File: src/shared/pump_if_cfg.svh
`ifndef PUMP_IF_CFG_SVH
`define PUMP_IF_CFG_SVH
// interface memory offsets of the pump
`define OFS_TONE     5'h02
`define OFS_TRAIN    5'h04
`define OFS_SYNC     5'h0A
`define OFS_TXHOLD   5'h10
`define OFS_TXSTAT   5'h1E
// bit positions inside those bytes
`define BIT_TONE_ON  7
`define BIT_SHORT_SEL 0
`define BIT_FLAG_SEEN 0
`define BIT_IRQ_ACT  7
`define BIT_IRQ_ON   5
`define BIT_EMPTY    3
// reset values
`define RST_TXHOLD   8'h00
`define RST_TONE_ON  1'b1
`define RST_SHORT_SEL 1'b0
`define RST_IRQ_ON   1'b0
`define RST_EMPTY    1'b1
// hdlc flag byte, idle line level and serializer last bit count
`define HDLC_FLAG    8'h7E
`define MARK_LEVEL   1'b1
`define LAST_BIT     3'h7
// controller register map on axi4-lite
`define HOST_OFS_CMD  4'h0
`define HOST_OFS_STAT 4'h4
`define CMD_RD_BIT    16
`define AXI_OKAY      2'h0
`define AXI_SLVERR    2'h2
`endif

File: src/shared/pump_if_pkg.sv
package pump_if_pkg;
  // device end state
  typedef struct packed {
    logic [7:0] txHold;     // holding byte
    logic       holdFull;   // holding byte not yet taken
    logic       toneOn;
    logic       shortSel;   // short train select control
    logic       flagSeen;   // hdlc flag pattern being detected
    logic       irqOn;
    logic       irqAct;
    logic       irq;
    logic [7:0] rdata;
    logic       rdValid;
    logic [7:0] shifter;
    logic [2:0] bitCnt;
    logic       busy;
    logic       txBit;
    logic [2:0] toneEn;
    logic       shortTrain;
    logic       tapsHold;
    logic       shortAccept;
  } pump_state_t;

  typedef enum logic [1:0] {H_IDLE, H_ISSUE, H_WAIT} host_phase_t;

  // controller end state
  typedef struct packed {
    host_phase_t phase;
    logic        awTaken;
    logic [3:0]  awAddr;
    logic        wTaken;
    logic [31:0] wData;
    logic        bvalid;
    logic [1:0]  bresp;
    logic        rvalid;
    logic [31:0] rdata;
    logic        isRead;
    logic [4:0]  addr;
    logic [7:0]  wdata;
    logic        wr;
    logic        rd;
    logic [7:0]  lastRead;
    logic        refused;
    logic        irqSeen;
  } host_state_t;
endpackage

File: src/shared/pump_mem_if.sv
`timescale 1ns/10ps
`default_nettype none
interface pump_mem_if;
  logic [4:0] addr;    // interface memory address
  logic [7:0] wdata;   // write byte
  logic       wr;      // one-cycle write strobe
  logic       rd;      // one-cycle read strobe
  logic [7:0] rdata;   // read byte
  logic       rdValid; // rdata valid, one cycle
  logic       irq;     // interrupt request, level

  modport pump (input addr, wdata, wr, rd, output rdata, rdValid, irq);
  modport host (output addr, wdata, wr, rd, input rdata, rdValid, irq);
endinterface
`default_nettype wire

File: src/verilog/pump_regs.sv
// Design decision made in the host controller: the AXI4-Lite slave port.
`timescale 1ns/10ps
`default_nettype none
`include "pump_if_cfg.svh"

module pump_regs
  import pump_if_pkg::*;
(
  input  wire logic       clk_sys,     // 100 MHz system clock
  input  wire logic       rst,         // synchronous, active high
  pump_mem_if.pump        mem,         // host interface memory port
  input  wire logic       v17v27Sel,   // config is v.17 or v.27 ter
  input  wire logic       hdlcMode,    // hdlc framing selected
  input  wire logic       fifoModeOn,  // transmit fifo mode
  input  wire logic       fifoExtOn,   // long fifo extension on
  input  wire logic       fifoRoom,    // extension can take more
  input  wire logic       rxWindowVld, // rxWindow updated this cycle
  input  wire logic [7:0] rxWindow,    // last eight received bits
  input  wire logic       rxFirstData, // first data byte of frame in
  input  wire logic       txBitStrobe, // transmit bit time pulse
  output logic            txBit,       // serial transmit bit
  output logic [2:0]      toneEn,      // tone detector enables A..C
  output logic            shortTrain,  // 1 short, 0 long train
  output logic            tapsHold,    // keep equalizer taps
  output logic            shortAccept  // receiver may take short train
);

  pump_state_t s;       // registered state
  pump_state_t next_s;  // next state

  logic wrTone;         // write strobes per location
  logic wrTrain;
  logic wrHold;
  logic wrStat;
  logic emptyView;      // empty as the host sees it

  // write decode
  always_comb
  begin
    wrTone  = mem.wr && (mem.addr == `OFS_TONE);
    wrTrain = mem.wr && (mem.addr == `OFS_TRAIN);
    wrHold  = mem.wr && (mem.addr == `OFS_TXHOLD);
    wrStat  = mem.wr && (mem.addr == `OFS_TXSTAT);
  end

  // in fifo mode with the extension on the flag means room, not a truly empty fifo
  always_comb
  begin
    if (fifoModeOn && fifoExtOn)
      emptyView = fifoRoom;
    else
      emptyView = !s.holdFull;
  end

  // next state
  always_comb
  begin
    next_s = s;
    next_s.rdValid = 1'b0;

    // control bits
    if (wrTone)
      next_s.toneOn = mem.wdata[`BIT_TONE_ON];
    if (wrTrain)
      next_s.shortSel = mem.wdata[`BIT_SHORT_SEL];
    if (wrStat)
      next_s.irqOn = mem.wdata[`BIT_IRQ_ON];

    // serializer: a byte goes out lsb first, mark when nothing held
    if (txBitStrobe)
    begin
      if (s.busy)
      begin
        next_s.txBit   = s.shifter[0];
        next_s.shifter = {1'b0, s.shifter[7:1]};
        next_s.bitCnt  = s.bitCnt + 3'h1;
        next_s.busy    = (s.bitCnt != `LAST_BIT);
      end
      else if (s.holdFull)
      begin
        // taking the byte frees the holding location
        next_s.txBit    = s.txHold[0];
        next_s.shifter  = {1'b0, s.txHold[7:1]};
        next_s.bitCnt   = 3'h1;
        next_s.busy     = 1'b1;
        next_s.holdFull = 1'b0;
      end
      else
      begin
        next_s.txBit = `MARK_LEVEL;
      end
    end

    // host write refills the holding byte; a take in the same cycle
    // drained the old byte, so the new one must stay full
    if (wrHold)
    begin
      next_s.txHold   = mem.wdata;
      next_s.holdFull = 1'b1;
    end

    // active flag only when the enable is on
    if (wrHold)
      next_s.irqAct = 1'b0;
    else if (s.irqOn && emptyView)
      next_s.irqAct = 1'b1;
    else if (!s.irqOn)
      next_s.irqAct = s.irqAct;

    // request line is the one active flag gated by its enable
    next_s.irq = next_s.irqAct && next_s.irqOn;

    // flag detector, cleared by first data byte of the frame
    if (rxFirstData)
      next_s.flagSeen = 1'b0;
    else if (rxWindowVld)
      next_s.flagSeen = (rxWindow == `HDLC_FLAG);
    if (!hdlcMode)
      next_s.flagSeen = 1'b0;

    // training and detector controls
    next_s.shortTrain  = v17v27Sel && next_s.shortSel;
    next_s.tapsHold    = v17v27Sel && next_s.shortSel;
    next_s.shortAccept = next_s.shortSel;
    next_s.toneEn      = {3{next_s.toneOn}};

    // read path, answered one cycle after the strobe
    if (mem.rd)
    begin
      next_s.rdValid = 1'b1;
      next_s.rdata   = 8'h00;
      unique case (mem.addr)
        `OFS_TONE:
          next_s.rdata[`BIT_TONE_ON] = s.toneOn;
        `OFS_TRAIN:
          next_s.rdata[`BIT_SHORT_SEL] = s.shortSel;
        `OFS_SYNC:
          next_s.rdata[`BIT_FLAG_SEEN] = s.flagSeen;
        `OFS_TXHOLD:
          next_s.rdata = s.txHold;
        `OFS_TXSTAT:
        begin
          next_s.rdata[`BIT_IRQ_ACT] = s.irqAct;
          next_s.rdata[`BIT_IRQ_ON]  = s.irqOn;
          next_s.rdata[`BIT_EMPTY]   = emptyView;
        end
        default:
          next_s.rdata = 8'h00;                           // unmapped
      endcase
    end
  end

  // register the state
  always_ff @(posedge clk_sys)
  begin
    if (rst)
    begin
      s             <= '0;
      s.txHold      <= `RST_TXHOLD;
      s.holdFull    <= !`RST_EMPTY;
      s.toneOn      <= `RST_TONE_ON;
      s.shortSel    <= `RST_SHORT_SEL;
      s.irqOn       <= `RST_IRQ_ON;
      s.txBit       <= `MARK_LEVEL;
      s.toneEn      <= {3{`RST_TONE_ON}};
    end
    else
    begin
      s <= next_s;
    end
  end

  // outputs straight from flops
  assign mem.rdata   = s.rdata;
  assign mem.rdValid = s.rdValid;
  assign mem.irq     = s.irq;
  assign txBit       = s.txBit;
  assign toneEn      = s.toneEn;
  assign shortTrain  = s.shortTrain;
  assign tapsHold    = s.tapsHold;
  assign shortAccept = s.shortAccept;

endmodule
`default_nettype wire
File: src/flat_wrapper.sv
// flat-port wrapper written by rule: the top's interface ports become plain ports
module pump_regs_flat import pump_if_pkg::*;
  (clk_sys, rst, v17v27Sel, hdlcMode, fifoModeOn, fifoExtOn, fifoRoom, rxWindowVld, rxWindow, rxFirstData, txBitStrobe, txBit, toneEn, shortTrain, tapsHold, shortAccept, mem_addr, mem_wdata, mem_wr, mem_rd, mem_rdata, mem_rdValid, mem_irq);
  pump_mem_if mem_i ();
  input  wire logic clk_sys;
  input  wire logic rst;
  input  wire logic v17v27Sel;
  input  wire logic hdlcMode;
  input  wire logic fifoModeOn;
  input  wire logic fifoExtOn;
  input  wire logic fifoRoom;
  input  wire logic rxWindowVld;
  input  wire logic [7:0] rxWindow;
  input  wire logic rxFirstData;
  input  wire logic txBitStrobe;
  output logic txBit;
  output logic [2:0] toneEn;
  output logic shortTrain;
  output logic tapsHold;
  output logic shortAccept;
  input wire logic [$bits(mem_i.addr)-1:0] mem_addr;
  input wire logic [$bits(mem_i.wdata)-1:0] mem_wdata;
  input wire logic [$bits(mem_i.wr)-1:0] mem_wr;
  input wire logic [$bits(mem_i.rd)-1:0] mem_rd;
  output wire logic [$bits(mem_i.rdata)-1:0] mem_rdata;
  output wire logic [$bits(mem_i.rdValid)-1:0] mem_rdValid;
  output wire logic [$bits(mem_i.irq)-1:0] mem_irq;
  assign mem_i.addr = mem_addr;
  assign mem_i.wdata = mem_wdata;
  assign mem_i.wr = mem_wr;
  assign mem_i.rd = mem_rd;
  assign mem_rdata = mem_i.rdata;
  assign mem_rdValid = mem_i.rdValid;
  assign mem_irq = mem_i.irq;
  pump_regs u_core (.clk_sys(clk_sys), .rst(rst), .mem(mem_i), .v17v27Sel(v17v27Sel), .hdlcMode(hdlcMode), .fifoModeOn(fifoModeOn), .fifoExtOn(fifoExtOn), .fifoRoom(fifoRoom), .rxWindowVld(rxWindowVld), .rxWindow(rxWindow), .rxFirstData(rxFirstData), .txBitStrobe(txBitStrobe), .txBit(txBit), .toneEn(toneEn), .shortTrain(shortTrain), .tapsHold(tapsHold), .shortAccept(shortAccept));
endmodule
File: config.mk
export PLATFORM = sky130hd
export DESIGN_NAME = pump_regs_flat
export DESIGN_NICKNAME = d
export VERILOG_FILES = /design/src/shared/pump_if_pkg.sv /design/src/shared/pump_mem_if.sv /design/src/verilog/pump_regs.sv /design/src/flat_wrapper.sv
export VERILOG_INCLUDE_DIRS = /design/src /design/src/shared
export SDC_FILE = /design/constraint.sdc
export NUM_CORES = 1
export LEC_CHECK = 0
export ABC_AREA = 0
export CAP_MARGIN = 20
export CORE_ASPECT_RATIO = 1.4
export CORE_MARGIN = 2
export CORE_UTILIZATION = 56
export DETAILED_ROUTE_END_ITERATION = 8
export DONT_BUFFER_PORTS = 1
export GPL_TIMING_DRIVEN = 0
export PLACE_DENSITY = 0.84
export REMOVE_ABC_BUFFERS = 1
export SLEW_MARGIN = 5
export SYNTH_ARGS = -nofsm -noshare
export SYNTH_HDL_FRONTEND = slang
export SYNTH_SLANG_ARGS = --single-unit
File: constraint.sdc
create_clock -name clk_sys -period 1 [get_ports clk_sys]
set_input_delay 0.2 -clock clk_sys [delete_from_list [all_inputs] [get_ports clk_sys]]
set_output_delay 0.2 -clock clk_sys [all_outputs]
set_load 0.1 [all_outputs]
### Word-level counts from Yosys, hierarchy flattened

Cells that the tools add are included.

| operators by class | value |
|---|---|
| muxes and demuxes | 20 |
| equal/unequal tests | 8 |
| add/subtract/negate cells | 1 |
| bitwise operators | 1 |
| reduce and logical (&&, ||, !) cells | 14 |

Operators by type and width:

| kind | count |
|---|---|
| 2-to-1 mux 1 bit | 13 |
| 2-to-1 mux 13 bit | 1 |
| 2-to-1 mux 12 bit | 1 |
| equality test 5 bit (second input constant) | 2 |
| equality test 8 x 7 -> 1 bit (second input constant) | 1 |
| logical AND 1 bit | 8 |
| case mux 1 bit (3 select lines) | 2 |
| equality test 5 x 2 -> 1 bit (second input constant) | 1 |
| equality test 5 x 3 -> 1 bit (second input constant) | 1 |
| equality test 5 x 4 -> 1 bit (second input constant) | 1 |
| case mux 1 bit (2 select lines) | 2 |
| AND reduction 2 bit | 2 |
| nonzero test 2 bit | 2 |
| adder 3 x 1 -> 3 bit (second input constant) | 1 |
| != test 3 bit (second input constant) | 1 |
| OR reduction 3 bit | 1 |
| 2-to-1 mux 2 bit | 1 |
| != test 2 bit (second input constant) | 1 |
| zero test 1 bit | 1 |
| NOT 1 bit | 1 |

| word-level totals | value |
|---|---|
| logic and storage cells | 60 |
| input bits | 33 |
| output and inout bits | 17 |
| register bits | 39 |

### Depth between registers and ports, before layout

Gate-level depths: netlist of the first run.

| depth | value |
|---|---|
| word-level depth | 6 |
| mapped depth | 4 |
| depth with buffers taken out | 4 |

### Worst setup path before layout of the first run

OpenSTA, ideal clock, no wires.

| timing | value |
|---|---|
| kind | flip-flop to output port |
| from | register u_core.shortTrain (netlist name) |
| to | output tapsHold |
| cell stages (with the launch flop) | 2 |
| data required time | 800 ps |
| setup slack | -556 ps |
| arrival time | 1,356 ps |
| buffers on the path | 1 |
| cells stage by stage | dfxtp_1 -> buf_4 |

RTL lines:

| what | line | source |
|---|---|---|
| to (decl) | flat_wrapper.sv:19 | `output logic tapsHold;` |

==> summary.md, run 1 <==
| Metric | Value |
|---|---|
| Dpl cell area | `1680 um^2` |
| Xor/xnor share of the synthesized area | `0%` |
| Share of the synthesized area in the top cell type | `a little over two fifths` |
| GP Congestion | `0.795` |
| Pin count of the biggest net entering global routing | `40` |
| Sequential power share | `56.1%` |
| Outcome | `complete, but fails checks` |
| Initial Utilization | `58.0%` |
| IO buf count | `0` |
| Maximum operating frequency | `0.681 GHz` |
| Worst hold path depth | `1` |
| Psw | `0.000716 W` |
| Hold Crit Endpoint | `u_core.mem.rdata[4]$_SDFFE_PP0P_` |
| Reg2reg setup slack | `-470 ps` |
| Row count | `24` |
| Hold Slack | `-33.4 ps` |
| Ys Warns | `0` |
| Critical-path cell list | `a31oi_1 > a311oi_1` |
| CTS tree | `built` |
| Avg WL per Cell | `19.8 um` |
| Adder-cell share of the synthesized area | `~1.4%` |
| Startpoint types | `flip-flop` |
| Worst EP required | `approximately 1200 ps` |
| Area Growth Syn to Fin | `23.8%` |
| Worst min-delay path class | `in -> reg` |
| H-tree Lvls | `2` |
| First-pass GRT wire length | `7710 um` |
| Most frequent cells in the layout | `20 x nor2_1, 18 x dfxtp_1, 17 x a21oi_1` |
| Initial detailed-routing violation count | `around 70` |
| Die ar. | `3650 um^2` |
| Normalized max-slew margin | `a little over two fifths` |
| Most common cell after layout, fill and taps aside | `nor2_1` |
| # fillers | `224` |
| RR Endpoint | `u_core.mem.rdata[7]$_SDFFE_PP0P_` |
| Chip height | `between 70 and 80 um` |
| Share of layout cells above drive strength 1 | `35.1%` |
| Core Region | `3060 um^2` |
| Post-synthesis sequential area ratio | `41.7%` |
| Unrepaired setup endpoints after global routing | `true` |
| Max VDD drop | `0.00110 V` |
| Leak pwr | `0.698 nW` |
| Synth Flop Type | `dfxtp_1` |
| Antenna violations before repair | `0` |
| Clock buffer depth | `2` |
| Final nets | `236` |
| Multiplexer share of the synthesized area | `1.13%` |
| Via density | `6.84` |
| Power Internal | `around 0.0021 W` |
| Total power | `0.00282 W` |
| Clock power share | `38.1%` |
| CP peak stage delay | `920 ps` |
| Clk root buf | `clkbuf_8` |
| Hold_buf cts | `2` |
| Post-route cell area | `2200 um^2` |
| Skew-Pair Late Insertion Delay | `280 ps` |
| Drt drc | `0` |
| Pwr Density | `approximately 1300 nW/um^2` |
| Cell variety after synth | `48` |
| Net Sw Frac | `25.4%` |
| WL final | `4780 um` |
| Ports | `50` |
| CTS clock-pin slew for the worst setup and hold paths | `70 ps` |
| Chip Width | `51.6 um` |
| DP HPWL | `2980 um` |
| # diodes | `0` |
| CTS sink cnt | `37` |
| DRT Pass-1 Iters | `4` |
| Vias in the first global route | `roughly 1600` |
| Syn Area/Cell | `just under 9 um^2` |
| Max Cap Viol | `0` |
| Final setup margin | `-468 ps` |
| Crit path time final | `1470 ps` |
| Worst Reg-to-Reg Cells | `2` |
| Critical path class | `reg -> reg` |
| Number of vias in the routed layout | `between 1500 and 2000` |
| Post-route ant nets | `0` |
| Main combinational cell family by area after synthesis | `simple AND/OR/NAND/NOR gates` |
| Worst R2R Start | `u_core.toneEn[0]$_SDFFE_PP1P_` |
| Slew @ Worst Pin | `between 800 and 900 ps` |
| All-layer global routing usage | `27.6%` |
| Final period utilization | `147%` |
| Fin. max-slew vios | `0` |
| Final Hold Vio Count | `16` |
| Worst-path fanout max | `5` |
| Critical Path AT | `~1700 ps` |
| GR Overflow Total | `0` |
| CP max stage cell | `dfxtp_4` |
| Post-synthesis compound-gate area fraction | `around 22%` |
| TritonCTS buffer count | `5` |
| Critical Path Start | `u_core.toneEn[0]$_SDFFE_PP1P_` |
| Register bit total from synthesis | `37` |
| Syn Inst Count | `between 200 and 250` |
| Post-synth EDFFs | `0` |
| Largest cells by area after synthesis | `dfxtp_1 42%, buf_4 5.5%, a21oi_1 4.8%, nor2_1 4.2%, nand3_1 3.9%` |
| FFs w/ async S/R, synth | `0%` |
| Post-Syn Area | `1780 um^2` |
| Hold Crit Start | `rst` |
| Setup Skew | `2.42 ps` |
| Failing checks | `negative hold slack, negative setup slack` |
| Setup violators final | `30` |
| Post-Synth Simple-Gate Area | `23.7%` |
| Crit end category | `flip-flop` |
| Setup slack at placement | `-476 ps` |
| Comb pwr share | `between 5 and 6%` |
| Synth area leader | `dfxtp_1` |
-- sequential cells by signal, summed over array words and instances (netlist names) --
| register | count |
|---|---|
| u_core.txBit | 1 |
| u_core.shortTrain | 1 |
| u_core.mem.rdValid | 1 |
| u_core.s | 23 |
| u_core.mem.irq | 1 |
| u_core.shortAccept | 1 |
| u_core.toneEn | 1 |
| u_core.mem.rdata | 8 |
-- synth_stat cells, types with 2 or more instances --
| cell type | instances |
|---|---|
| dfxtp_1 | 37 |
| nor2_1 | 20 |
| a21oi_1 | 17 |
| nand3_1 | 14 |
| buf_4 | 13 |
| nand2_1 | 9 |
| o21ai_1 | 9 |
| nand4_1 | 7 |
| buf_2 | 6 |
| o22ai_1 | 6 |
| a2111oi_0 | 4 |
| a311oi_1 | 4 |
| a31oi_1 | 4 |
| inv_1 | 4 |
| clkbuf_1 | 3 |
| nand2b_1 | 3 |
| nand3b_1 | 3 |
| a2111oi_1 | 2 |
| a32oi_1 | 2 |
| and4b_1 | 2 |
| ha_1 | 2 |
| mux2i_1 | 2 |
| nor2_2 | 2 |
| nor2b_1 | 2 |
| o21ai_0 | 2 |
| or3b_1 | 2 |
-- routing by layer --
metal	track usage [%]	vias up	part of all wire (%)
met5	0	-	0
met1	30.5	803	36
met4	12.9	0	3.6
li1	-	738	-
met2	48.9	89	54
met3	6.12	19	6.2
-- how the worst max path moves through the flow --
stage                                  endpoint  slack, ps
6_report       u_core.mem.rdata[7]$_SDFFE_PP0P_       -470
5_1_grt        u_core.mem.rdata[7]$_SDFFE_PP0P_       -490
4_1_cts        u_core.mem.rdata[7]$_SDFFE_PP0P_       -440
3_5_place_dp      u_core.toneEn[0]$_SDFFE_PP1P_       -480
3_3_place_gp   u_core.mem.rdata[7]$_SDFFE_PP0P_      -1870
2_1_floorplan  u_core.mem.rdata[7]$_SDFFE_PP0P_      -1810
-- worst max-delay path: cells and delay by family (launching register included) --
family	cells	cell delay (ps)
DFF	1	920
AOI/OAI and AO/OA	2	450
-- what timing repair did --
item                       in CTS  in global routing
buffers inserted               11                  1
hold endpoints to repair       32                 31
gates resized for setup        57                 20
setup endpoints to repair      42                 39
pin swaps                      23                 10
-- power by group through the flow --
stage	sequential, W	clock (W)	combinational (W)
floorplan	0.00164	0	0.0000919
global placement	0.00164	0	0.000107
detailed placement	0.00164	0	0.000114
CTS	0.00158	0.00108	0.000147
global route	0.00158	0.00114	0.000175
finish	0.00158	0.00107	0.000163
-- kinds of logic after synthesis --
logic type,Yosys count
simple gates,74
buf+inv,29
flops,37
compound gates,59
fa+ha+maj,2
mux,2
-- per-stage QoR --
| step | instances | TNS [ps] | utilization (%) |
|---|---|---|---|
| after floorplan | 179 | -16290 | - |
| after global placement | 218 | -21760 | 54.6 |
| after detailed placement | 219 | -10960 | 54.9 |
| after CTS | 240 | -3260 | 68.0 |
| after global routing | 241 | -4160 | 71.8 |
| final | 241 | -3270 | 71.8 |
-- area by class of cell --
| type | count | area (um^2) | area share, % |
|---|---|---|---|
| Timing Repair Buffer | 15 | 163 | 7.39 |
| Tap cell | 39 | 48.8 | 2.22 |
| Multi-Input combinational cell | 137 | 1070 | 48.9 |
| Clock buffer | 8 | 90.1 | 4.10 |
| Sequential cell | 37 | 802 | 36.5 |
| Inverter | 5 | 21.3 | 0.967 |
(Power assumes the default switching activity.)
==> inputs of run 2 (changes only) <==
--- a/config.mk
+++ b/config.mk
@@ -8,13 +8,17 @@
 export LEC_CHECK = 0
 export ABC_AREA = 0
 export CAP_MARGIN = 20
+export CELL_PAD_IN_SITES_DETAIL_PLACEMENT = 1
+export CELL_PAD_IN_SITES_GLOBAL_PLACEMENT = 1
 export CORE_ASPECT_RATIO = 1.4
 export CORE_MARGIN = 2
-export CORE_UTILIZATION = 56
+export CORE_UTILIZATION = 43
+export CTS_BUF_LIST = sky130_fd_sc_hd__clkbuf_8
+export CTS_CLUSTER_DIAMETER = 100
 export DETAILED_ROUTE_END_ITERATION = 8
 export DONT_BUFFER_PORTS = 1
 export GPL_TIMING_DRIVEN = 0
-export PLACE_DENSITY = 0.84
+export PLACE_DENSITY = 0.87
 export REMOVE_ABC_BUFFERS = 1
 export SLEW_MARGIN = 5
 export SYNTH_ARGS = -nofsm -noshare
==> run 2 against run 1 <==
  * The run still ends with negative hold slack, negative setup slack left
  * Final area up 2.4%
  * Total power down 1.7%
  * Die area up 28%
  * Clock power down 6%
  * Combinational power about the same
  * Sequential power about the same
  * Critical path type unchanged
  * Largest power group unchanged
  * Highest routed layer unchanged
==> summary.md, run 2 (same netlist as run 1, synthesis figures left out) <==
| Metric | Value |
|---|---|
| Die ar. | `4670 um^2 (was 3650 um^2)` |
| Final setup margin | `-455 ps (was -468 ps)` |
| DP HPWL | `3110 um (was 2980 um)` |
| Total power | `0.00277 W (was 0.00282 W)` |
| Drt drc | `0 (unchanged)` |
| Hold Slack | `-39.9 ps (was -33.4 ps)` |
| CP peak stage delay | `940 ps (was 920 ps)` |
| Biggest register | `u_core.s (unchanged)` |
| Leak pwr | `0.694 nW (was 0.698 nW)` |
| Final nets | `234 (was 236)` |
| Row count | `27 (was 24)` |
| DRT Pass-1 Iters | `4 (unchanged)` |
| Comb pwr share | `6.0% (was 5.8%)` |
| Hold_buf cts | `2 (unchanged)` |
| WL met1 | `1910 um (was 1720 um)` |
| Net Sw Frac | `27.0% (was 25.4%)` |
| Number of vias in the routed layout | `1539 (was 1649)` |
| Worst EP required | `1200 ps (was 1180 ps)` |
| Met3 WL | `263 um (was 298 um)` |
| Uppermost routed layer | `met4 (unchanged)` |
| Worst-path fanout max | `5 (unchanged)` |
| H-tree Lvls | `2 (unchanged)` |
| Vias in the first global route | `1616 (was 1646)` |
| Fin. max-slew vios | `0 (unchanged)` |
| Area Growth Syn to Fin | `26.8% (was 23.8%)` |
| Critical path class | `reg -> reg (unchanged)` |
| Worst min-delay path class | `in -> reg (unchanged)` |
| Share of layout cells above drive strength 1 | `38.5% (was 35.1%)` |
| Psw | `0.000748 W (was 0.000716 W)` |
| Critical-path cell list | `a31oi_4 > a311oi_2 (was a31oi_1 > a311oi_1)` |
| Skew-Pair Late Insertion Delay | `290 ps (was 280 ps)` |
| Pwr Density | `1230 nW/um^2 (was 1280 nW/um^2)` |
| Slew @ Worst Pin | `874 ps (was 850 ps)` |
| First-pass GRT wire length | `7710 um (unchanged)` |
| Critical Path Start | `u_core.toneEn[0]$_SDFFE_PP1P_ (unchanged)` |
| Post-route ant nets | `0 (unchanged)` |
| Final period utilization | `146% (was 147%)` |
| Final Core Density | `57.0% (was 71.8%)` |
| Ports | `50 (unchanged)` |
| GR Overflow Total | `0 (unchanged)` |
| Max Cap Viol | `0 (unchanged)` |
| Met2 Wirelength | `2660 um (was 2590 um)` |
| Power Internal | `0.00202 W (was 0.00210 W)` |
| Failing checks | `negative hold slack, negative setup slack (unchanged)` |
| Critical Path AT | `1660 ps (was 1650 ps)` |
| Crit path time final | `1460 ps (was 1470 ps)` |
| Initial detailed-routing violation count | `19 (was 71)` |
| IO buf count | `0 (unchanged)` |
| Largest register FFs | `23 (unchanged)` |
| Hold Crit Start | `rst (unchanged)` |
| CTS tree | `built (unchanged)` |
| Via density | `6.33 (was 6.84)` |
| Worst R2R Start | `u_core.toneEn[0]$_SDFFE_PP1P_ (unchanged)` |
| # diodes | `0 (unchanged)` |
| Core Region | `3950 um^2 (was 3060 um^2)` |
| CTS sink cnt | `37 (unchanged)` |
| Maximum operating frequency | `0.687 GHz (was 0.681 GHz)` |
| GP Congestion | `0.770 (was 0.795)` |
| TritonCTS buffer count | `5 (unchanged)` |
| Antenna violations before repair | `0 (unchanged)` |
| CP max stage cell | `dfxtp_4 (unchanged)` |
| All-layer global routing usage | `21.6% (was 27.6%)` |
| Setup slack at placement | `-485 ps (was -476 ps)` |
| Initial Utilization | `45.0% (was 58.0%)` |
| WL final | `4900 um (was 4780 um)` |
| Total negative slack | `-4640 ps (was -3270 ps)` |
| Setup Skew | `9.61 ps (was 2.42 ps)` |
| Max VDD drop | `0.00125 V (was 0.00110 V)` |
| Outcome | `complete, but fails checks (unchanged)` |
| Final Hold Vio Count | `27 (was 16)` |
| Avg WL per Cell | `20.2 um (was 19.8 um)` |
| Reg2reg setup slack | `-460 ps (was -470 ps)` |
| Pin count of the biggest net entering global routing | `40 (unchanged)` |
| Startpoint types | `flip-flop (unchanged)` |
| CTS clock-pin slew for the worst setup and hold paths | `80 ps (was 70 ps)` |
| Unrepaired setup endpoints after global routing | `true (unchanged)` |
| Clock power share | `36.5% (was 38.1%)` |
| Setup violators final | `33 (was 30)` |
| Chip height | `80.1 um (was 70.6 um)` |
| Sequential power share | `57.5% (was 56.1%)` |
| Clk root buf | `clkbuf_8 (unchanged)` |
| Crit end category | `flip-flop (unchanged)` |
| Most common cell after layout, fill and taps aside | `nor2_1 (unchanged)` |
| Normalized max-slew margin | `41.7% (was 43.3%)` |
| Clock buffer depth | `2 (unchanged)` |
| Most frequent cells in the layout | `20 x nor2_1, 18 x dfxtp_1, 14 x a21oi_1, 14 x nand3_1, 10 x dfxtp_4 (was 20 x nor2_1, 18 x dfxtp_1, 17 x a21oi_1)` |
| Chip Width | `58.3 um (was 51.6 um)` |
run 2: layout make-up:
| type | instances | area, um^2 |
|---|---|---|
| clock buffers | 5 | 68.8 |
| clock inverters | 3 | 13.8 |
| fillers | 412 | 1700 |
| inverters | 5 | 26.3 |
| multi-input cells | 137 | 1160 |
| flip-flops and latches | 37 | 790 |
| well taps | 43 | 53.8 |
| repair buffers | 13 | 135 |
run 2: power groups by stage:
stage / combinational, W / sequential, W / clock [W]
final: 0.000166 / 0.00159 / 0.00101
after global routing: 0.000178 / 0.00160 / 0.00109
after CTS: 0.000144 / 0.00159 / 0.00103
after detailed placement: 0.000113 / 0.00164 / 0
after global placement: 0.000109 / 0.00165 / 0
after floorplan: 0.0000919 / 0.00164 / 0
run 2: metal layers:
metal,track usage [%],vias to the layer above
met5,0,-
met4,8.14,0
met3,6.44,7
met2,38.4,38
met1,23.5,758
li1,-,736
run 2: path summary, 6_finish.rpt:
path	endpoint	cells after the start
min reg2reg	u_core.s[17]$_SDFFE_PP0P_	2
max reg2reg	u_core.mem.rdata[7]$_SDFFE_PP0P_	2
min	u_core.mem.rdata[2]$_SDFFE_PP0P_	1
max	u_core.mem.rdata[7]$_SDFFE_PP0P_	2
run 2: timing repair:
| item | 4_1_cts | 5_1_grt |
|---|---|---|
| buffers inserted | 9 | 1 |
| endpoints found under the hold margin | 32 | 32 |
| resized for setup | 63 | 25 |
| setup endpoints to repair | 43 | 40 |
| pin swaps | 18 | 10 |
run 2: critical path: cells and delay by family (launching register included):
| kind | cells | cell delay [ps] |
|---|---|---|
| compound gates | 2 | 430 |
| flops | 1 | 940 |
run 2: per-stage QoR:
step | instances | cell area, um^2
after floorplan | 179 | 1620
after global placement | 222 | 1680
after detailed placement | 223 | 1690
after CTS | 242 | 2090
after global routing | 243 | 2250
final | 243 | 2250
==> inputs of run 3 (changes only) <==
--- a/config.mk
+++ b/config.mk
@@ -6,13 +6,13 @@
 export SDC_FILE = /design/constraint.sdc
 export NUM_CORES = 1
 export LEC_CHECK = 0
-export ABC_AREA = 0
+export ABC_AREA = 1
 export CAP_MARGIN = 20
 export CELL_PAD_IN_SITES_DETAIL_PLACEMENT = 1
 export CELL_PAD_IN_SITES_GLOBAL_PLACEMENT = 1
 export CORE_ASPECT_RATIO = 1.4
 export CORE_MARGIN = 2
-export CORE_UTILIZATION = 43
+export CORE_UTILIZATION = 42
 export CTS_BUF_LIST = sky130_fd_sc_hd__clkbuf_8
 export CTS_CLUSTER_DIAMETER = 100
 export DETAILED_ROUTE_END_ITERATION = 8
==> run 3 against run 2 <==
  * The run ends with negative setup slack left
  * Routed wire length fell by 8.4%
  * First-iteration DRC count increased by 120%
  * Sequential share of layout area increased by 4.1 points
  * Combinational power decreased by 5%
  * Sequential power rose by 4%
  * Final area down 8.8%
  * Count of clock-buffer cells in the layout stayed put
  * Total power up 2.5%
  * Register-to-register slack improved by 95 ps
  * Critical endpoint is now toneEn[0]
==> summary.md, run 3 <==
| Metric | Value |
|---|---|
| Ys Warns | `0 (unchanged)` |
| Core Region | `4170 um^2 (was 3950 um^2)` |
| Startpoint types | `flip-flop (unchanged)` |
| CTS tree | `built (unchanged)` |
| Worst EP required | `800 ps (was 1200 ps)` |
| Adder-cell share of the synthesized area | `1.40% (was 1.41%)` |
| Via density | `5.48 (was 6.33)` |
| Crit end category | `output pin (was flip-flop)` |
| Leak pwr | `0.796 nW (was 0.694 nW)` |
| Syn Area/Cell | `7.87 um^2 (was 8.75 um^2)` |
| Most common cell after layout, fill and taps aside | `nor2_1 (unchanged)` |
| Cell variety after synth | `31 (was 48)` |
| Post-route cell area | `2050 um^2 (was 2250 um^2)` |
| Gr busiest metal | `met2 (unchanged)` |
| Final Core Density | `49.2% (was 57.0%)` |
| Clk root buf | `clkbuf_8 (unchanged)` |
| Maximum operating frequency | `0.698 GHz (was 0.687 GHz)` |
| DP HPWL | `2960 um (was 3110 um)` |
| DRT Pass-1 Iters | `4 (unchanged)` |
| Worst min-delay path class | `in -> reg (unchanged)` |
| # diodes | `0 (unchanged)` |
| Xor/xnor share of the synthesized area | `0% (unchanged)` |
| IO buf count | `0 (unchanged)` |
| Ports | `50 (unchanged)` |
| Number of vias in the routed layout | `1479 (was 1539)` |
| Register bit total from synthesis | `37 (unchanged)` |
| GRT met2 Usage | `38.9% (was 38.4%)` |
| Setup violators final | `26 (was 33)` |
| Critical Path AT | `1230 ps (was 1660 ps)` |
| Most frequent cells in the layout | `32 x nor2_1, 25 x nand2_1, 19 x inv_1, 19 x dfxtp_1, 18 x o21ai_0 (was 20 x nor2_1, 18 x dfxtp_1, 14 x a21oi_1, 14 x nand3_1, 10 x dfxtp_4)` |
| First-pass GRT wire length | `7270 um (was 7710 um)` |
| Drt drc | `0 (unchanged)` |
| Fin. max-slew vios | `0 (unchanged)` |
| TritonCTS buffer count | `5 (unchanged)` |
| Top-count cell post-synth | `dfxtp_1 (unchanged)` |
| Skew-Pair Late Insertion Delay | `300 ps (was 290 ps)` |
| Clock buffer depth | `2 (unchanged)` |
| Failing checks | `negative setup slack (was negative hold slack, negative setup slack)` |
| Final setup margin | `-433 ps (was -455 ps)` |
| Worst-path fanout max | `5 (unchanged)` |
| Post-route ant nets | `0 (unchanged)` |
| Synth area leader | `dfxtp_1 (unchanged)` |
| CTS clock-pin slew for the worst setup and hold paths | `80 ps (about the same)` |
| Die ar. | `4800 um^2 (was 4670 um^2)` |
| Row count | `28 (was 27)` |
| Slew @ Worst Pin | `852 ps (was 874 ps)` |
| Inst Count DP | `253 (was 223)` |
| Max Cap Viol | `0 (unchanged)` |
| Chip Width | `59.1 um (was 58.3 um)` |
| Unrepaired setup endpoints after global routing | `true (unchanged)` |
| Final nets | `259 (was 234)` |
| Antenna violations before repair | `0 (unchanged)` |
| Critical path class | `reg -> out (was reg -> reg)` |
| CTS sink cnt | `37 (unchanged)` |
| Share of the synthesized area in the top cell type | `41.5% (was 41.7%)` |
| Area Growth Syn to Fin | `15.0% (was 26.8%)` |
| Dpl cell area | `1720 um^2 (was 1690 um^2)` |
| Final period utilization | `143% (was 146%)` |
| Normalized max-slew margin | `43.2% (was 41.7%)` |
| Final Hold Vio Count | `0 (was 27)` |
| Avg WL per Cell | `16.6 um (was 20.2 um)` |
| Largest cells by area after synthesis | `dfxtp_1 41%, nor2_1 6.7%, nand2_1 6.1%, o21ai_0 5.9%, buf_4 5.0% (was dfxtp_1 42%, buf_4 5.5%, a21oi_1 4.8%, nor2_1 4.2%, nand3_1 3.9%)` |
| GP Congestion | `0.723 (was 0.770)` |
| Initial Utilization | `42.8% (was 45.0%)` |
| Crit path time final | `1430 ps (was 1460 ps)` |
| Post-synthesis compound-gate area fraction | `18.5% (was 22.4%)` |
| Met1 Use GR | `19.0% (was 23.5%)` |
| Synth Flop Type | `dfxtp_1 (unchanged)` |
| WL final | `4490 um (was 4900 um)` |
| Main combinational cell family by area after synthesis | `simple AND/OR/NAND/NOR gates (unchanged)` |
| Max VDD drop | `0.000943 V (was 0.00125 V)` |
| Pin count of the biggest net entering global routing | `27 (was 40)` |
| Outcome | `complete, but fails checks (unchanged)` |
| Largest register FFs | `23 (unchanged)` |
| Biggest register | `u_core.s (unchanged)` |
| FFs w/ async S/R, synth | `0% (unchanged)` |
| Setup slack at placement | `-441 ps (was -485 ps)` |
| Share of layout cells above drive strength 1 | `32.9% (was 38.5%)` |
| Vias in the first global route | `1618 (was 1616)` |
| GR Overflow Total | `0 (unchanged)` |
| Met3 Use GR | `6.05% (was 6.44%)` |
| Initial detailed-routing violation count | `41 (was 19)` |
| Post-Synth Simple-Gate Area | `26.4% (was 23.7%)` |
| Post-synthesis sequential area ratio | `41.5% (was 41.7%)` |
| Multiplexer share of the synthesized area | `0% (was 1.13%)` |
| Pwr Density | `1380 nW/um^2 (was 1230 nW/um^2)` |
| Chip height | `81.1 um (was 80.1 um)` |
| Setup Skew | `5.16 ps (was 9.61 ps)` |
| All-layer global routing usage | `20.2% (was 21.6%)` |
| Syn Inst Count | `227 (was 203)` |
| H-tree Lvls | `2 (unchanged)` |
| Final Non-Filler Cells | `270 (was 243)` |
| Commonest cells post-synth | `37 x dfxtp_1, 32 x nor2_1, 29 x nand2_1 (was 37 x dfxtp_1, 20 x nor2_1, 17 x a21oi_1)` |
| Post-synth EDFFs | `0 (unchanged)` |
| Post-Syn Area | `1790 um^2 (was 1780 um^2)` |
-- run 3: cell types whose count changed after synthesis, sizes merged, moves of 6 or more --
cell and change:
o21ai +17, nand2 +23, o22ai -6, nor2 +17, a22oi +6, inv +17
a2111oi -7
-- run 3: worst paths after layout --
path	start	end	slack, ps	cells past startpoint
min	mem_rd	u_core.mem.rdata[5]$_SDFFE_PP0P_	20	1
min reg2reg	u_core.s[37]$_SDFFE_PP0P_	u_core.mem.rdata[2]$_SDFFE_PP0P_	490	2
max	u_core.toneEn[0]$_SDFFE_PP1P_	toneEn[0]	-430	0
max reg2reg	u_core.toneEn[0]$_SDFFE_PP1P_	u_core.mem.rdata[7]$_SDFFE_PP0P_	-360	4
-- run 3: layer usage --
layer / share of wire (%) / routed length, um
met3: 4.4 / 197
met2: 57 / 2580
met4: 2.1 / 94
met1: 36 / 1620
met5: 0 / 0
-- run 3: per-stage QoR --
stage	setup TNS (ps)	hold slack (ps)	total power [W]
2_1_floorplan	-14380	269	0.00180
3_3_place_gp	-17290	270	0.00183
3_5_place_dp	-9990	273	0.00183
4_1_cts	-2980	14.1	0.00285
5_1_grt	-3860	15.1	0.00295
6_report	-2940	23.0	0.00284
-- run 3: final cells by class --
cell class	count	area, um^2
Clock inverter	3	17.5
Tap cell	45	56.3
Multi-Input combinational cell	148	930
Fill cell	491	2120
Clock buffer	5	68.8
Inverter	23	92.6
Sequential cell	37	803
Timing Repair Buffer	9	85.1
-- run 3: kinds of logic after synthesis --
family | after synthesis
AOI/OAI and AO/OA | 54
adders and majority gates | 2
buffers and inverters | 42
DFF | 37
and+or+nand+nor | 92
-- run 3: timing repair --
item / in CTS / in global routing
buffers inserted: 5 / 0
pin swaps: 7 / 6
setup endpoints to repair: 41 / 29
cloned: 0 / 0
endpoints found under the hold margin: 13 / 0
hold buffers: 4 / 0
gates resized for setup: 41 / 18
-- run 3: report_power, final --
part	leakage, nW	switching (W)	internal [W]
combinational	0.441	0.0000984	0.0000585
sequential	0.311	0.000173	0.00147
clock	0.0439	0.000555	0.000481
